===== config.mk =====
export PLATFORM = sky130hd
export DESIGN_NAME = csm_core
export DESIGN_NICKNAME = d
export VERILOG_FILES = /design/src/core/csm_pkg.sv /design/src/core/csm_core.sv
export VERILOG_INCLUDE_DIRS = /design/src /design/src/core
export SDC_FILE = /design/constraint.sdc
export NUM_CORES = 1
export LEC_CHECK = 0
export BUFFER_PORTS_ARGS = -buffer_cell sky130_fd_sc_hd__buf_2
export CORE_MARGIN = 2
export CORE_UTILIZATION = 54
export CTS_CLUSTER_DIAMETER = 60
export CTS_CLUSTER_SIZE = 25
export DETAILED_ROUTE_END_ITERATION = 6
export PLACE_DENSITY = 0.82
export SLEW_MARGIN = 20
export SYNTH_ARGS = -nofsm -noshare
export SYNTH_HDL_FRONTEND = slang
export SYNTH_SLANG_ARGS = --single-unit

===== constraint.sdc =====
create_clock -name clk -period 4.8 [get_ports clk]
set_input_delay 0.96 -clock clk [delete_from_list [all_inputs] [get_ports clk]]
set_output_delay 0.96 -clock clk [all_outputs]
set_load 0.1 [all_outputs]

===== src/core/csm_regs.svh =====
// register offsets, reset values and timing counts of the core status block
`ifndef CSM_REGS_SVH
`define CSM_REGS_SVH

// ****************************************
// register offsets
// ****************************************
`define CSM_ADDR_ACC 9'h005
`define CSM_ADDR_BRANCH_LOW 9'h006
`define CSM_ADDR_TBL_PTR_LOW 9'h007
`define CSM_ADDR_TBL_RES_HIGH 9'h008
`define CSM_ADDR_TBL_PTR_HIGH 9'h009
`define CSM_ADDR_FLAGS 9'h00A
`define CSM_ADDR_UNLOCK 9'h077
`define CSM_ADDR_SECTOR_MSB 8

// ****************************************
// field positions of the flag register
// ****************************************
`define CSM_F_CARRY 0
`define CSM_F_HALF 1
`define CSM_F_ZERO 2
`define CSM_F_WRAP 3
`define CSM_F_PDOWN 4
`define CSM_F_WDEXP 5
`define CSM_F_CHAIN 6
`define CSM_F_SCMP 7

// ****************************************
// reset values and patterns
// ****************************************
`define CSM_RST_BYTE 8'h00
`define CSM_UNLOCK_FIRST 8'h55
`define CSM_UNLOCK_SECOND 8'hAA
`define CSM_OPT_BASE 8'hC0
`define CSM_OPT_WORDS 64
`define CSM_WINDOW_TICKS 3'h4

`endif

===== src/core/csm_pkg.sv =====
// types of the core status block
package csm_pkg;

  typedef enum logic [3:0]
  {
    CSM_OP_NONE = 4'h0,
    CSM_OP_ADD = 4'h1,
    CSM_OP_ADC = 4'h2,
    CSM_OP_SUB = 4'h3,
    CSM_OP_SBC = 4'h4,
    CSM_OP_AND = 4'h5,
    CSM_OP_OR = 4'h6,
    CSM_OP_XOR = 4'h7,
    CSM_OP_RLC = 4'h8,
    CSM_OP_RRC = 4'h9,
    CSM_OP_MOVA = 4'hA,
    CSM_OP_TABLE_READ_OP = 4'hB,
    CSM_OP_TABLE_READ_LASTPAGE_OP = 4'hC,
    CSM_OP_MOVM = 4'hD,
    CSM_OP_LOADA = 4'hE
  } csm_op_t;

  typedef struct packed
  {
    csm_op_t op;
    logic [8:0] addr;
    logic [7:0] operand;
  } csm_instr_t;

  typedef struct packed
  {
    logic wdTimeout;
    logic wdKick;
    logic halt;
    logic wake;
  } csm_sys_t;

  typedef struct packed
  {
    logic valid;
    logic [8:0] addr;
    logic [7:0] data;
  } csm_mem_wr_t;

endpackage : csm_pkg


===== src/core/csm_core.sv =====
// accumulator, flags, table and option map logic of the core
//
// Added by the designer: the strobed register port and the placing of the registers.
`timescale 1ns/1ps
`include "csm_regs.svh"

module csm_core #(
  parameter int PAGE_BITS = 4,
  parameter logic [2:0] WINDOW_TICKS = `CSM_WINDOW_TICKS
) (
  input wire logic clk,
  input wire logic rst_n,
  input wire csm_pkg::csm_instr_t instr,
  input wire logic instrValid,
  input wire logic [7:0] memRdData,
  input wire logic [15:0] progWord,
  input wire logic [13:0] optWord,
  input wire csm_pkg::csm_sys_t sysEv,
  input wire logic slowOsc,
  input wire logic [8:0] regAddr,
  input wire logic [7:0] regWrData,
  input wire logic regWr,
  input wire logic regRd,
  output logic [7:0] regRdData,
  output logic [7:0] accOut,
  output logic [7:0] flagsOut,
  output logic [PAGE_BITS+7:0] tablePtr,
  output csm_pkg::csm_mem_wr_t memWr,
  output logic [7:0] branchLow,
  output logic branchTaken,
  output logic dummyCycle,
  output logic optMapActive,
  output logic [1:0] sectorSel
);
  import csm_pkg::*;

  // ****************************************
  // state
  // ****************************************
  logic [7:0] acc_reg;
  logic [7:0] flags_reg;
  logic [7:0] ptrLow_reg;
  logic [7:0] ptrHigh_reg;
  logic [7:0] resHigh_reg;
  logic [7:0] unlock_reg;
  logic [7:0] branch_reg;
  logic branchTaken_reg;
  logic dummy_reg;
  logic [7:0] rdData_reg;
  csm_mem_wr_t memWr_reg;
  logic [1:0] sector_reg;
  logic [2:0] tick_reg;
  logic mapOn_reg;
  logic oscSync1_reg;
  logic oscSync2_reg;
  logic oscPrev_reg;

  typedef enum logic [0:0]
  {
    CSM_UL_IDLE = 1'b0,
    CSM_UL_GOT55 = 1'b1
  } csm_ul_t;
  csm_ul_t ulState_reg;

  // ****************************************
  // alu
  // ****************************************
  logic [7:0] aluRes;
  logic aluCarry;
  logic aluHalf;
  logic aluWrap;
  logic aluArith;
  logic aluLogic;
  logic [7:0] opB;
  logic [8:0] sum9;
  logic [4:0] sum5;
  logic [7:0] sum7;
  logic cin;

  function automatic logic isFlagAddr(input logic [8:0] a);
    isFlagAddr = (a == `CSM_ADDR_FLAGS);
  endfunction : isFlagAddr

  always_comb
  begin
    opB = instr.operand;
    cin = 1'b0;
    aluRes = acc_reg;
    aluCarry = flags_reg[`CSM_F_CARRY];
    aluHalf = flags_reg[`CSM_F_HALF];
    aluWrap = flags_reg[`CSM_F_WRAP];
    aluArith = 1'b0;
    aluLogic = 1'b0;
    case (instr.op)
      CSM_OP_ADC: cin = flags_reg[`CSM_F_CARRY];
      CSM_OP_SUB:
      begin
        opB = ~instr.operand;
        cin = 1'b1;
      end
      CSM_OP_SBC:
      begin
        opB = ~instr.operand;
        cin = flags_reg[`CSM_F_CARRY];
      end
      default: cin = 1'b0;
    endcase
    sum9 = {1'b0, acc_reg} + {1'b0, opB} + {8'h00, cin};
    sum5 = {1'b0, acc_reg[3:0]} + {1'b0, opB[3:0]} + {4'h0, cin};
    sum7 = {1'b0, acc_reg[6:0]} + {1'b0, opB[6:0]} + {7'h00, cin};
    case (instr.op)
      CSM_OP_ADD, CSM_OP_ADC, CSM_OP_SUB, CSM_OP_SBC:
      begin
        aluRes = sum9[7:0];
        aluCarry = sum9[8];
        aluHalf = sum5[4];
        aluWrap = sum7[7] ^ sum9[8];
        aluArith = 1'b1;
      end
      CSM_OP_AND:
      begin
        aluRes = acc_reg & instr.operand;
        aluLogic = 1'b1;
      end
      CSM_OP_OR:
      begin
        aluRes = acc_reg | instr.operand;
        aluLogic = 1'b1;
      end
      CSM_OP_XOR:
      begin
        aluRes = acc_reg ^ instr.operand;
        aluLogic = 1'b1;
      end
      CSM_OP_RLC:
      begin
        aluRes = {acc_reg[6:0], flags_reg[`CSM_F_CARRY]};
        aluCarry = acc_reg[7];
      end
      CSM_OP_RRC:
      begin
        aluRes = {flags_reg[`CSM_F_CARRY], acc_reg[7:1]};
        aluCarry = acc_reg[0];
      end
      CSM_OP_LOADA: aluRes = instr.operand;
      default: aluRes = acc_reg;
    endcase
  end

  logic exec;
  logic swWr;
  assign exec = instrValid;
  assign swWr = regWr;

  // ****************************************
  // accumulator
  // ****************************************
  always_ff @(posedge clk)
  begin
    if (!rst_n)
      acc_reg <= `CSM_RST_BYTE;
    else if (exec && (instr.op != CSM_OP_NONE) && (instr.op != CSM_OP_MOVA)
             && (instr.op != CSM_OP_TABLE_READ_OP) && (instr.op != CSM_OP_TABLE_READ_LASTPAGE_OP))
    begin
      if (instr.op == CSM_OP_MOVM)
        acc_reg <= memRdData;
      else
        acc_reg <= aluRes;
    end
    else if (swWr && regAddr == `CSM_ADDR_ACC)
      acc_reg <= regWrData;
  end

  // ****************************************
  // flag register
  // ****************************************
  logic zeroNow;
  assign zeroNow = (aluRes == 8'h00);

  always_ff @(posedge clk)
  begin
    if (!rst_n)
      flags_reg <= `CSM_RST_BYTE;
    else
    begin
      if (swWr && isFlagAddr(regAddr))
      begin
        flags_reg[`CSM_F_SCMP] <= regWrData[`CSM_F_SCMP];
        flags_reg[`CSM_F_CHAIN] <= regWrData[`CSM_F_CHAIN];
        flags_reg[3:0] <= regWrData[3:0];
      end
      else if (exec && (aluArith || aluLogic || instr.op == CSM_OP_RLC || instr.op == CSM_OP_RRC))
      begin
        flags_reg[`CSM_F_CARRY] <= aluCarry;
        flags_reg[`CSM_F_HALF] <= aluHalf;
        flags_reg[`CSM_F_WRAP] <= aluWrap;
        if (aluArith || aluLogic)
        begin
          flags_reg[`CSM_F_ZERO] <= zeroNow;
          flags_reg[`CSM_F_SCMP] <= aluWrap ^ aluRes[7];
        end
        if (instr.op == CSM_OP_SUB)
          flags_reg[`CSM_F_CHAIN] <= zeroNow;
        else if (instr.op == CSM_OP_SBC)
          flags_reg[`CSM_F_CHAIN] <= flags_reg[`CSM_F_CHAIN] & zeroNow;
      end
      // system flags: set wins, halt before kick
      if (sysEv.halt)
        flags_reg[`CSM_F_PDOWN] <= 1'b1;
      else if (sysEv.wdKick)
        flags_reg[`CSM_F_PDOWN] <= 1'b0;
      if (sysEv.wdTimeout)
        flags_reg[`CSM_F_WDEXP] <= 1'b1;
      else if (sysEv.wdKick || sysEv.halt)
        flags_reg[`CSM_F_WDEXP] <= 1'b0;
    end
  end

  // ****************************************
  // table pointers and table read
  // ****************************************
  logic tblRd;
  logic [7:0] tblPage;
  logic [7:0] lastPage;
  assign lastPage = 8'((1 << PAGE_BITS) - 1);
  assign tblRd = exec && (instr.op == CSM_OP_TABLE_READ_OP || instr.op == CSM_OP_TABLE_READ_LASTPAGE_OP);
  assign tblPage = (instr.op == CSM_OP_TABLE_READ_LASTPAGE_OP) ? lastPage : ptrHigh_reg;

  always_ff @(posedge clk)
  begin
    if (!rst_n)
    begin
      ptrLow_reg <= `CSM_RST_BYTE;
      ptrHigh_reg <= `CSM_RST_BYTE;
    end
    else if (swWr)
    begin
      if (regAddr == `CSM_ADDR_TBL_PTR_LOW)
        ptrLow_reg <= regWrData;
      if (regAddr == `CSM_ADDR_TBL_PTR_HIGH)
        ptrHigh_reg <= regWrData;
    end
  end

  logic optHit;
  assign optHit = mapOn_reg && (tblPage == lastPage)
                  && (ptrLow_reg >= `CSM_OPT_BASE);

  always_ff @(posedge clk)
  begin
    if (!rst_n)
    begin
      resHigh_reg <= `CSM_RST_BYTE;
      memWr_reg <= '0;
    end
    else
    begin
      memWr_reg.valid <= 1'b0;
      if (tblRd)
      begin
        memWr_reg.valid <= 1'b1;
        memWr_reg.addr <= instr.addr;
        if (optHit)
        begin
          resHigh_reg <= {2'b00, optWord[13:8]};
          memWr_reg.data <= optWord[7:0];
        end
        else
        begin
          resHigh_reg <= progWord[15:8];
          memWr_reg.data <= progWord[7:0];
        end
      end
      else if (exec && instr.op == CSM_OP_MOVA)
      begin
        memWr_reg.valid <= 1'b1;
        memWr_reg.addr <= instr.addr;
        memWr_reg.data <= acc_reg;
      end
      else if (swWr && regAddr == `CSM_ADDR_TBL_RES_HIGH)
        resHigh_reg <= regWrData;
    end
  end

  // ****************************************
  // branch low byte
  // ****************************************
  always_ff @(posedge clk)
  begin
    if (!rst_n)
    begin
      branch_reg <= `CSM_RST_BYTE;
      branchTaken_reg <= 1'b0;
      dummy_reg <= 1'b0;
    end
    else
    begin
      branchTaken_reg <= 1'b0;
      dummy_reg <= branchTaken_reg;
      if (swWr && regAddr == `CSM_ADDR_BRANCH_LOW)
      begin
        branch_reg <= regWrData;
        branchTaken_reg <= 1'b1;
      end
    end
  end

  // ****************************************
  // option map unlock
  // ****************************************
  logic ulWr;
  logic ulDone;
  assign ulWr = swWr && regAddr == `CSM_ADDR_UNLOCK;
  assign ulDone = ulWr && ulState_reg == CSM_UL_GOT55 && regWrData == `CSM_UNLOCK_SECOND;

  always_ff @(posedge clk)
  begin
    if (!rst_n)
      unlock_reg <= `CSM_RST_BYTE;
    else if (sysEv.wake)
      unlock_reg <= `CSM_RST_BYTE;
    else if (ulWr)
      unlock_reg <= regWrData;
  end

  always_ff @(posedge clk)
  begin
    if (!rst_n)
      ulState_reg <= CSM_UL_IDLE;
    else if (sysEv.wake)
      ulState_reg <= CSM_UL_IDLE;
    else
    begin
      case (ulState_reg)
        CSM_UL_IDLE:
          if (ulWr && regWrData == `CSM_UNLOCK_FIRST)
            ulState_reg <= CSM_UL_GOT55;
        CSM_UL_GOT55:
          if (ulWr && regWrData == `CSM_UNLOCK_FIRST)
            ulState_reg <= CSM_UL_GOT55;
          else
            ulState_reg <= CSM_UL_IDLE;
        default: ulState_reg <= CSM_UL_IDLE;
      endcase
    end
  end

  // window timer counts slow oscillator rising edges
  always_ff @(posedge clk)
  begin
    if (!rst_n)
    begin
      oscSync1_reg <= 1'b0;
      oscSync2_reg <= 1'b0;
      oscPrev_reg <= 1'b0;
    end
    else
    begin
      oscSync1_reg <= slowOsc;
      oscSync2_reg <= oscSync1_reg;
      oscPrev_reg <= oscSync2_reg;
    end
  end

  always_ff @(posedge clk)
  begin
    if (!rst_n)
    begin
      mapOn_reg <= 1'b0;
      tick_reg <= 3'h0;
    end
    else if (ulDone)
    begin
      mapOn_reg <= 1'b1;
      tick_reg <= 3'h0;
    end
    else if (mapOn_reg && oscSync2_reg && !oscPrev_reg)
    begin
      if (tick_reg == WINDOW_TICKS - 3'h1)
        mapOn_reg <= 1'b0;
      tick_reg <= tick_reg + 3'h1;
    end
  end

  // ****************************************
  // sector select and register read
  // ****************************************
  always_ff @(posedge clk)
  begin
    if (!rst_n)
      sector_reg <= 2'h0;
    else if (exec && (instr.op == CSM_OP_MOVM || instr.op == CSM_OP_MOVA))
      sector_reg <= {1'b0, instr.addr[`CSM_ADDR_SECTOR_MSB]};
  end

  always_ff @(posedge clk)
  begin
    if (!rst_n)
      rdData_reg <= `CSM_RST_BYTE;
    else if (regRd)
    begin
      case (regAddr)
        `CSM_ADDR_ACC: rdData_reg <= acc_reg;
        `CSM_ADDR_BRANCH_LOW: rdData_reg <= branch_reg;
        `CSM_ADDR_TBL_PTR_LOW: rdData_reg <= ptrLow_reg;
        `CSM_ADDR_TBL_RES_HIGH: rdData_reg <= resHigh_reg;
        `CSM_ADDR_TBL_PTR_HIGH: rdData_reg <= ptrHigh_reg;
        `CSM_ADDR_FLAGS: rdData_reg <= flags_reg;
        `CSM_ADDR_UNLOCK: rdData_reg <= unlock_reg;
        default: rdData_reg <= `CSM_RST_BYTE;
      endcase
    end
    else
      rdData_reg <= `CSM_RST_BYTE;
  end

  // ****************************************
  // outputs
  // ****************************************
  logic [PAGE_BITS+7:0] tblPtr_reg;
  always_ff @(posedge clk)
  begin
    if (!rst_n)
      tblPtr_reg <= '0;
    else
      tblPtr_reg <= {ptrHigh_reg[PAGE_BITS-1:0], ptrLow_reg};
  end

  assign regRdData = rdData_reg;
  assign accOut = acc_reg;
  assign flagsOut = flags_reg;
  assign tablePtr = tblPtr_reg;
  assign memWr = memWr_reg;
  assign branchLow = branch_reg;
  assign branchTaken = branchTaken_reg;
  assign dummyCycle = dummy_reg;
  assign optMapActive = mapOn_reg;
  assign sectorSel = sector_reg;

endmodule : csm_core


==> Word-level counts from Yosys, hierarchy flattened <==
Index checks and enable logic that the tools add are counted.
Widths: inputs -> output; s select.
{ "totals": {"register_bits": 105, "in_bits": 86} }
{ "op_classes": {"n_mux": 37, "bitwise": 8, "magnitude_cmp": 1, "add_sub_neg": 7, "n_reduce_logical": 56, "n_eq_ne": 29} }
{ "ops": {"columns": ["operator", "n"], "rows": [
  ["$pmux 8 s7", 2],
  ["$mux 8", 10],
  ["$mux 18", 2],
  ["$eq 4x4->1 const B", 7],
  ["$eq 9x3->1 const B", 3],
  ["$eq 9x4->1 const B", 3],
  ["$logic_and 1x1->1", 20],
  ["$reduce_bool 2->1", 10],
  ["$reduce_and 2->1", 9],
  ["$mux 1", 17],
  ["$eq 4x3->1 const B", 4],
  ["$ne 4x4->1 const B", 3],
  ["$add 8x8->9", 1],
  ["$add 9x1->9", 1],
  ["$eq 9x7->1 const B", 1],
  ["$add 7x7->8", 1],
  ["$add 8x1->8", 1],
  ["$and 8x8->8", 1],
  ["$eq 4x2->1 const B", 2],
  ["$eq 8x4->1 const B", 1],
  ["$eq 8x7->1 const B", 1],
  ["$eq 8x8->1 const B", 1],
  ["$ge 8x8->1 const B", 1],
  ["$logic_not 8->1", 1],
  ["other kinds (23)", 35]
]} }

==> Depth between registers and ports, before layout <==
Gate-level depths: netlist of run 1.
{ "depth": {"ltp_word": 12, "mapped_depth": 16, "depth_no_buf": 13} }

==> Worst setup path after synthesis of run 1 <==
No wires, ideal clock.
{ "synth_timing": {"path_kind": "input port to flip-flop", "start": "input instr[18] (netlist bit)", "end": "register flags_reg[7], in the netlist flagsOut[7]", "setup_slack_ns": 0.431, "path_stages": 16, "required_time_ns": 4.685, "arrival_time_ns": 4.254, "path_buffers": 3, "path_cell_list": "buf_6 buf_6 nand2_1 o22ai_1 and2_1 clkbuf_1 xnor2_1 fa_1 fa_1 a21o_1 a221oi_1 o21ai_0 xnor2_1 a211oi_1 nor3_1 o21a_1"} }
{ "synth_between": {"elab_chain_cells": 11, "elab_cells_between_ends": 36, "cone_classes": "add/sub: 4; eq/ne: 10; mux: 9; bitwise: 2; reduce/logical: 11"} }
{ "synth_rtl": {"columns": ["element", "line_no", "rtl"], "rows": [
  ["start, declared", "csm_core.sv:13", "input wire csm_pkg::csm_instr_t instr,"],
  ["$eq 4x2->1 / $eq 4x3->1 (equally long branches)", "csm_core.sv:94, csm_core.sv:111", null],
  ["$reduce_or 2->1 (no line)", null, null],
  ["$mux 8", null, null],
  ["$add 8x8->9 / $add 7x7->8 (equally long branches)", "csm_core.sv:108, csm_core.sv:110", null],
  ["$add 9x1->9 / $add 8x1->8 (equally long branches)", "csm_core.sv:108, csm_core.sv:110", null],
  ["$xor 1x1->1", "csm_core.sv:117", "aluWrap = sum7[7] ^ sum9[8];"],
  ["$mux 1", "csm_core.sv:111", "case (instr.op)"],
  ["$xor 1x1->1", "csm_core.sv:200", "flags_reg[`CSM_F_SCMP] <= aluWrap ^ aluRes[7];"],
  ["$mux 1", "csm_core.sv:197", "if (aluArith || aluLogic)"],
  ["$mux 2", "csm_core.sv:192", "else if (exec && (aluArith || aluLogic || instr.op == CSM_OP_RLC || instr.op == CSM_OP_RRC))"],
  ["$mux 2", "csm_core.sv:186", "if (swWr && isFlagAddr(regAddr))"],
  ["end signal, assigned by index", "csm_core.sv:188", "flags_reg[`CSM_F_SCMP] <= regWrData[`CSM_F_SCMP];"],
  ["end signal, assigned by index", "csm_core.sv:194", "flags_reg[`CSM_F_CARRY] <= aluCarry;"],
  ["end signal, assigned by index", "csm_core.sv:200", null],
  ["end, declared", "csm_core.sv:41", "logic [7:0] flags_reg;"]
]} }
Several ways; a longest one is shown, not always the timed one. The select of a mux whose other input is x is not followed.
A chain may end at the register's enable or synchronous reset.

==> Final worst setup path of run 1 <==
{ "layout_timing": {"start": "input instr[19] (netlist bit)", "end": "register flags_reg[7], in the netlist flagsOut[7]"} }
The elaborated chain is that of the path after synthesis.

==> results of run 1 <==
==> cell type report <==
type	count	share of cell area
Clock inverter	4	0.005180
Tap cell	143	0.02469
Multi-Input combinational cell	574	0.5184
Clock buffer	11	0.03350
Sequential cell	105	0.2901
Inverter	22	0.01140
Timing Repair Buffer	163	0.1167
==> cell usage in the layout, fill, tap and decap left out, drive strengths merged, types with 4 or more instances in the layout <==
master / Yosys / layout
nor3b: 4 / 4
a21boi: 4 / 4
mux2: 4 / 4
and2: 22 / 22
nand4b: 4 / 4
o211ai: 8 / 8
buf: 22 / 163
nor2: 56 / 56
a31oi: 12 / 12
a221oi: 4 / 4
ha: 25 / 25
inv: 22 / 24
a222oi: 5 / 5
nor4: 6 / 6
nand3b: 5 / 5
and3: 7 / 7
a22oi: 17 / 17
nand3: 40 / 40
o21ai: 15 / 15
nor3: 12 / 12
nand2: 99 / 99
mux2i: 39 / 39
nand2b: 8 / 8
xnor2: 12 / 12
nor2b: 9 / 9
a211oi: 28 / 28
clkbuf: 34 / 11
dfxtp: 105 / 105
o22ai: 5 / 5
a21oi: 70 / 70
==> cell families after synthesis <==
logic type | Yosys count | share of synthesized area
and+or+nand+nor | 287 | 0.2341
AOI/OAI and AO/OA | 201 | 0.2211
DFF | 105 | 0.3382
buffers and inverters | 78 | 0.05738
muxes | 43 | 0.07066
adders and majority gates | 27 | 0.05677
xor gates and xnor gates | 15 | 0.02114
other | 1 | 0.0006034
==> through the flow <==
step           cell area, µm²  worst slack (ns)    util  instances
2_1_floorplan            6215            0.4311       -        757
3_3_place_gp             6965            0.5770  0.6153       1007
3_5_place_dp             6965            0.4651  0.6153       1007
4_1_cts                  7246            0.8173  0.6400       1022
5_1_grt                  7246            0.4609  0.6400       1022
6_report                 7246            0.7478  0.6400       1022
==> routing by layer <==
| layer | share of wire | track usage | vias up | routed length [µm] |
|---|---|---|---|---|
| met5 | 0 | 0 | - | 0 |
| met1 | 0.43 | 0.4369 | 2930 | 8271 |
| met2 | 0.44 | 0.4833 | 374 | 8633 |
| li1 | - | - | 2952 | - |
| met4 | 0.025 | 0.1029 | 0 | 494 |
| met3 | 0.11 | 0.06124 | 41 | 2044 |
==> power groups by stage <==
stage	clock (mW)	sequential, mW	combinational, mW
4_1_cts	0.710	0.921	0.480
6_report	0.706	0.922	0.488
3_5_place_dp	0	0.941	0.478
2_1_floorplan	0	1.04	0.249
5_1_grt	0.742	0.923	0.524
3_3_place_gp	0	0.942	0.477
==> worst max-delay path by stage <==
stage / start / to / slack [ns] / depth (start not counted)
floorplan: instr[18] / flagsOut[7] / 0.43 / 16
global placement: instr[19] / flagsOut[7] / 0.58 / 14
detailed placement: instr[19] / flagsOut[7] / 0.47 / 14
CTS: instr[19] / flagsOut[7] / 0.82 / 14
global route: instr[19] / flagsOut[3] / 0.46 / 14
finish: instr[19] / flagsOut[7] / 0.75 / 14
==> results_dict.tcl, run 1 <==
set metrics [dict create \
    crit_slowest_cell "fa_1" \
    max_freq_ghz 0.2468 \
    yosysTopAreaCellShare 0.3382 \
    min_to "oscSync2_reg" \
    die_w_um 111.3 \
    dieArea_um2 12380 \
    cts_tree "built" \
    post_cts_resize_count 0 \
    comb_power_share 0.231 \
    cts.sinks 105 \
    rsz0062_at_grt "false" \
    post_drt_wl_per_cell_um 19.03 \
    synthDistinctLibCells 80 \
    yosysSeqAreaShare 0.3382 \
    worstReg2RegEnd "flagsOut[7]" \
    synth_edf_count 0 \
    synth_area_um2 6215 \
    synth_nets 870 \
    power_frac_clock 0.334 \
    async_reset_ff_frac 0 \
    grt_pass1_vias 5896 \
    switching_share 0.3321 \
    tns_ns 0 \
    post-route-period-util 0.8442 \
    r2r_cells 11 \
    crit_chain "buf_2 > nand2b_1 > o22ai_1 > and2_1 > xnor2_1 > fa_1 > fa_1 > a21o_1 > a221oi_1 > o21ai_0 > xnor2_1 > a211oi_1 > nor3_1 > o21a_1" \
    drt_iter0_markers 704 \
    crit_path_start_kind "input port" \
    cts_hold_buffers 0 \
    grt_first_pass_wirelength_mm 30.97 \
    worst_setup_path_end_kind "flop" \
    status "finished, violations left" \
    holdWs_ns 0.4469 \
    syn2layout_area_growth_pct 16.59 \
    grt_overflow 0 \
    reg2reg_slack_ns 1.71 \
    via_per_inst 6.161 \
    wirelength_mm 19.44 \
    drtAntennaViolNets 0 \
    syn_inst 757 \
    synthFlopType "dfxtp_1" \
    ios 153 \
    hold_class "reg -> reg" \
    grtUsageTotal 0.3117 \
    max_slew_margin 0.3481 \
    fillers 1030 \
    synth_warnings 0 \
    cp.arrival_ns 4.29 \
    worst-path-buf-inv 1 \
    power.total_mw 2.116 \
    netlist_top_cells_count "dfxtp_1 (105), nand2_1 (97), a21oi_1 (70)" \
    powerDensity_nw_per_um2 292.0 \
    grt_max_degree 54 \
    hold_start "oscSync1_reg" \
    p_seq_frac 0.436 \
    final_nets 988 \
    post_cts.repair.setup_buffers 0 \
    route.vias.total 6297 \
    numCtsBuffers 9 \
    synth.avg_cell_area_um2 8.210 \
    synth_most_common_cell "dfxtp_1" \
    leakagePower_nw 2.940 \
    drive_gt1_frac 0.2321 \
    fp.coreArea_um2 11320 \
    setup_viol 0 \
    gp_congestion 1.000 \
    clk_latency_ns 0.35 \
    yosys-top-cells-area "dfxtp_1 (34%), mux2i_1 (6.3%), nand2_1 (5.9%)" \
    synth_seq_cells 105 \
    crit-reg2reg-launch "flagsOut[0]" \
    worst_pin_slew_ns 0.9757 \
    path_max_fanout 17 \
    max_cap_viol_count 0 \
    rows 39 \
    path_clk_slew_ns 0.06 \
    required_ns 5.04 \
    critPathKind "in -> reg" \
    initial_core_util 0.5490 \
    drtPass1Iterations 7 \
    ir_drop_mv 0.2513 \
    die_h_um 111.3 \
    insertedDiodeCount 0 \
    violations "design-rule violations" \
    holdPathStages 1 \
    ctsLongestPathBuffers 2 \
    htree_levels 3 \
    clock_skew_ns 0.01335 \
    multi_input_area_um2 3756 \
    hold_viol_final 0 \
    grt_antenna_before_repair 0 \
    seqCellArea_um2 2102 \
    cp_slowest_stage_delay_ns 0.45 \
    yosysTopAreaCell "dfxtp_1" \
    switching_power_mw 0.7027 \
    largest_register_ffs 18 \
    slew_viol_final 0 \
    root_buffer "clkbuf_16" \
    dp_hpwl_mm 14.29 \
    remaining_drc_errors 6 \
    p_int_mw 1.413 \
    post-route-min-period_ns 4.052 \
    critPathTopFamily "compound AO/OA/AOI/OAI gates" \
    port_buffers 151 \
]
No activity file was read; power rests on OpenSTA's default activity.
==> inputs of run 2 (changes only) <==
Settings changed: ABC_AREA set to 1, CORE_UTILIZATION 54 to 49, PLACE_DENSITY 0.82 to 0.78.
Clock period 4.8 ns to 3.65 ns, I/O delays scaled along.
==> results_dict.tcl, run 2 <==
set metrics [dict create \
    setup_slack_ns 0.4039 \
    critPathKind "in -> reg" \
    remaining_drc_errors 0 \
    max_slew_margin 0.3258 \
    clk_latency_ns 0.35 \
    numCtsBuffers 9 \
    synthFlopType "dfxtp_1" \
    wirelength_mm 19.82 \
    cts.sinks 105 \
    layout_common_cells "nand2_1 (183), buf_2 (151), inv_1 (123), a21oi_1 (113), dfxtp_1 (105)" \
    syn2layout_area_growth_pct 19.89 \
    die_h_um 115.3 \
    largest_register_ffs 18 \
    powerDensity_nw_per_um2 404.3 \
    insertedDiodeCount 0 \
    htree_levels 3 \
    worst-path-buf-inv 2 \
    max_cap_viol_count 0 \
    synth_warnings 0 \
    grt_antenna_before_repair 0 \
    setup_viol 0 \
    synth.avg_cell_area_um2 6.730 \
    grt_overflow 0 \
    cts_hold_buffers 0 \
    yosys-top-cells-area "dfxtp_1 (35%), nand2_1 (11%), a21oi_1 (9.3%)" \
    ctsLongestPathBuffers 2 \
    crit_slowest_cell "fa_1" \
    drive_gt1_frac 0.2040 \
    hold_class "reg -> reg" \
    clock_skew_ns 0.006798 \
    crit_path_start_kind "input port" \
    ir_drop_mv 0.2769 \
    yosysTopAreaCellShare 0.3462 \
    path_clk_slew_ns 0.07 \
    grt_max_degree 56 \
    initial_core_util 0.5033 \
    root_buffer "clkbuf_16" \
    hold_viol_final 0 \
    crit_chain "buf_2 > nor2_1 > nand2_1 > nor2_1 > a21oi_2 > xor2_1 > fa_1 > fa_1 > nand3_1 > nand2_1 > nand2_1 > nand3_1 > nand2_1 > nand2_1 > a21oi_1 > nor2_1 > o21ai_0 > nand3_1 > inv_1" \
    final_nets 1157 \
    grt_first_pass_wirelength_mm 30.87 \
    worst_setup_path_end_kind "flop" \
    drt_iter0_markers 706 \
    drtPass1Iterations 5 \
    p_int_mw 1.957 \
    comb_power_share 0.217 \
    status "complete, no violations" \
    startpoint "instr[20]" \
    p_seq_frac 0.415 \
    switching_power_mw 0.9855 \
    synthDistinctLibCells 44 \
    post_drt_wl_per_cell_um 16.29 \
    grtUsageTotal 0.2977 \
    dieArea_um2 13300 \
    final_common_cell "nand2_1" \
    synth_most_common_cell "nand2_1" \
    post_cts_resize_count 0 \
    post_cts.repair.setup_buffers 0 \
    worst_pin_slew_ns 1.002 \
    dp_hpwl_mm 14.99 \
    fp.coreArea_um2 12060 \
    rows 40 \
    hold_start "oscSync1_reg" \
    cts_tree "built" \
    ios 153 \
    via_per_inst 5.541 \
    leakagePower_nw 3.486 \
    die_w_um 115.3 \
    power_frac_clock 0.368 \
    dp_slack_ns 0.09887 \
    max_freq_ghz 0.3081 \
    async_reset_ff_frac 0 \
    rsz0062_at_grt "false" \
    switching_share 0.3349 \
    cp_slowest_stage_delay_ns 0.45 \
    cp.arrival_ns 3.54 \
    synth_seq_cells 105 \
    drtAntennaViolNets 0 \
    synth_area_um2 6071 \
    post-route-period-util 0.8893 \
    port_buffers 151 \
    route.vias.total 6744 \
    reg2reg_slack_ns 1.07 \
    crit-reg2reg-launch "flagsOut[0]" \
    critPathTopFamily "simple AND/OR/NAND/NOR gates" \
    cp_common_cell "nand2_1" \
    tns_ns 0 \
    synth_edf_count 0 \
    yosysSeqAreaShare 0.3462 \
    path_max_fanout 6 \
    required_ns 3.94 \
    synth_nets 1015 \
    post-route-min-period_ns 3.246 \
    slew_viol_final 0 \
    yosysTopAreaCell "dfxtp_1" \
    holdWs_ns 0.4169 \
    netlist_top_cells_count "nand2_1 (183), inv_1 (123), a21oi_1 (113)" \
    fillers 1181 \
    gp_congestion 1.013 \
    grt_pass1_vias 6019 \
    syn_inst 902 \
]
[run 2: final timing paths]
kind                                     end  depth (start not counted)
worst min-delay path            oscSync2_reg                          2
worst max-delay path             flagsOut[3]                         19
worst min register to register  oscSync2_reg                          2
worst max register to register   flagsOut[3]                         15
[run 2: final cells by class]
type / instances / area, µm² / share of cell area
multi-input combinational: 642 / 3353 / 0.4607
tap: 168 / 210.2 / 0.02888
inverter: 131 / 491.7 / 0.06756
sequential: 105 / 2102 / 0.2888
clock buffer: 9 / 225.2 / 0.03094
timing repair buffer: 155 / 785.8 / 0.1080
clock inverter: 7 / 110.1 / 0.01513
[run 2: kinds of logic (layout without fill, tap and decap cells)]
| kind of cell | Yosys count | after routing | share of synthesized area |
|---|---|---|---|
| AO/OA/AOI/OAI | 239 | 239 | 0.2139 |
| XOR/XNOR | 10 | 10 | 0.01443 |
| adder cells (fa/ha/maj) | 27 | 27 | 0.05812 |
| buffers and inverters | 155 | 302 | 0.1014 |
| flip-flops | 105 | 105 | 0.3462 |
| other | 1 | 1 | 0.0006177 |
| AND/OR/NAND/NOR | 365 | 365 | 0.2653 |
[run 2: tightest hold or removal path, delay by kind of cell, from the launching register on]
kind,cells,cell delay [ns]
flip-flops,1,0.31
AND/OR/NAND/NOR,1,0.05
buffers and inverters,1,0.04
[run 2: power by group through the flow]
stage | Clock [mW] | Combinational, mW | Sequential [mW]
after global routing | 1.14 | 0.694 | 1.22
final | 1.08 | 0.638 | 1.22
after floorplan | 0 | 0.299 | 1.38
after detailed placement | 0 | 0.623 | 1.24
after global placement | 0 | 0.622 | 1.24
after CTS | 1.09 | 0.627 | 1.22
[run 2: layer usage]
metal / up-vias / part of all wire / track usage
li1: 3257 / - / -
met1: 3051 / 0.42 / 0.4109
met2: 390 / 0.44 / 0.4639
met3: 46 / 0.11 / 0.05904
met4: 0 / 0.032 / 0.1044
met5: - / 0 / 0
[run 2: stage by stage]
stage	instances	utilization	total power, mW	area [µm²]
floorplan	902	-	1.679	6071
global placement	1201	0.5756	1.866	6943
detailed placement	1201	0.5756	1.867	6943
CTS	1217	0.6034	2.932	7278
global route	1217	0.6034	3.055	7278
finish	1217	0.6034	2.943	7278
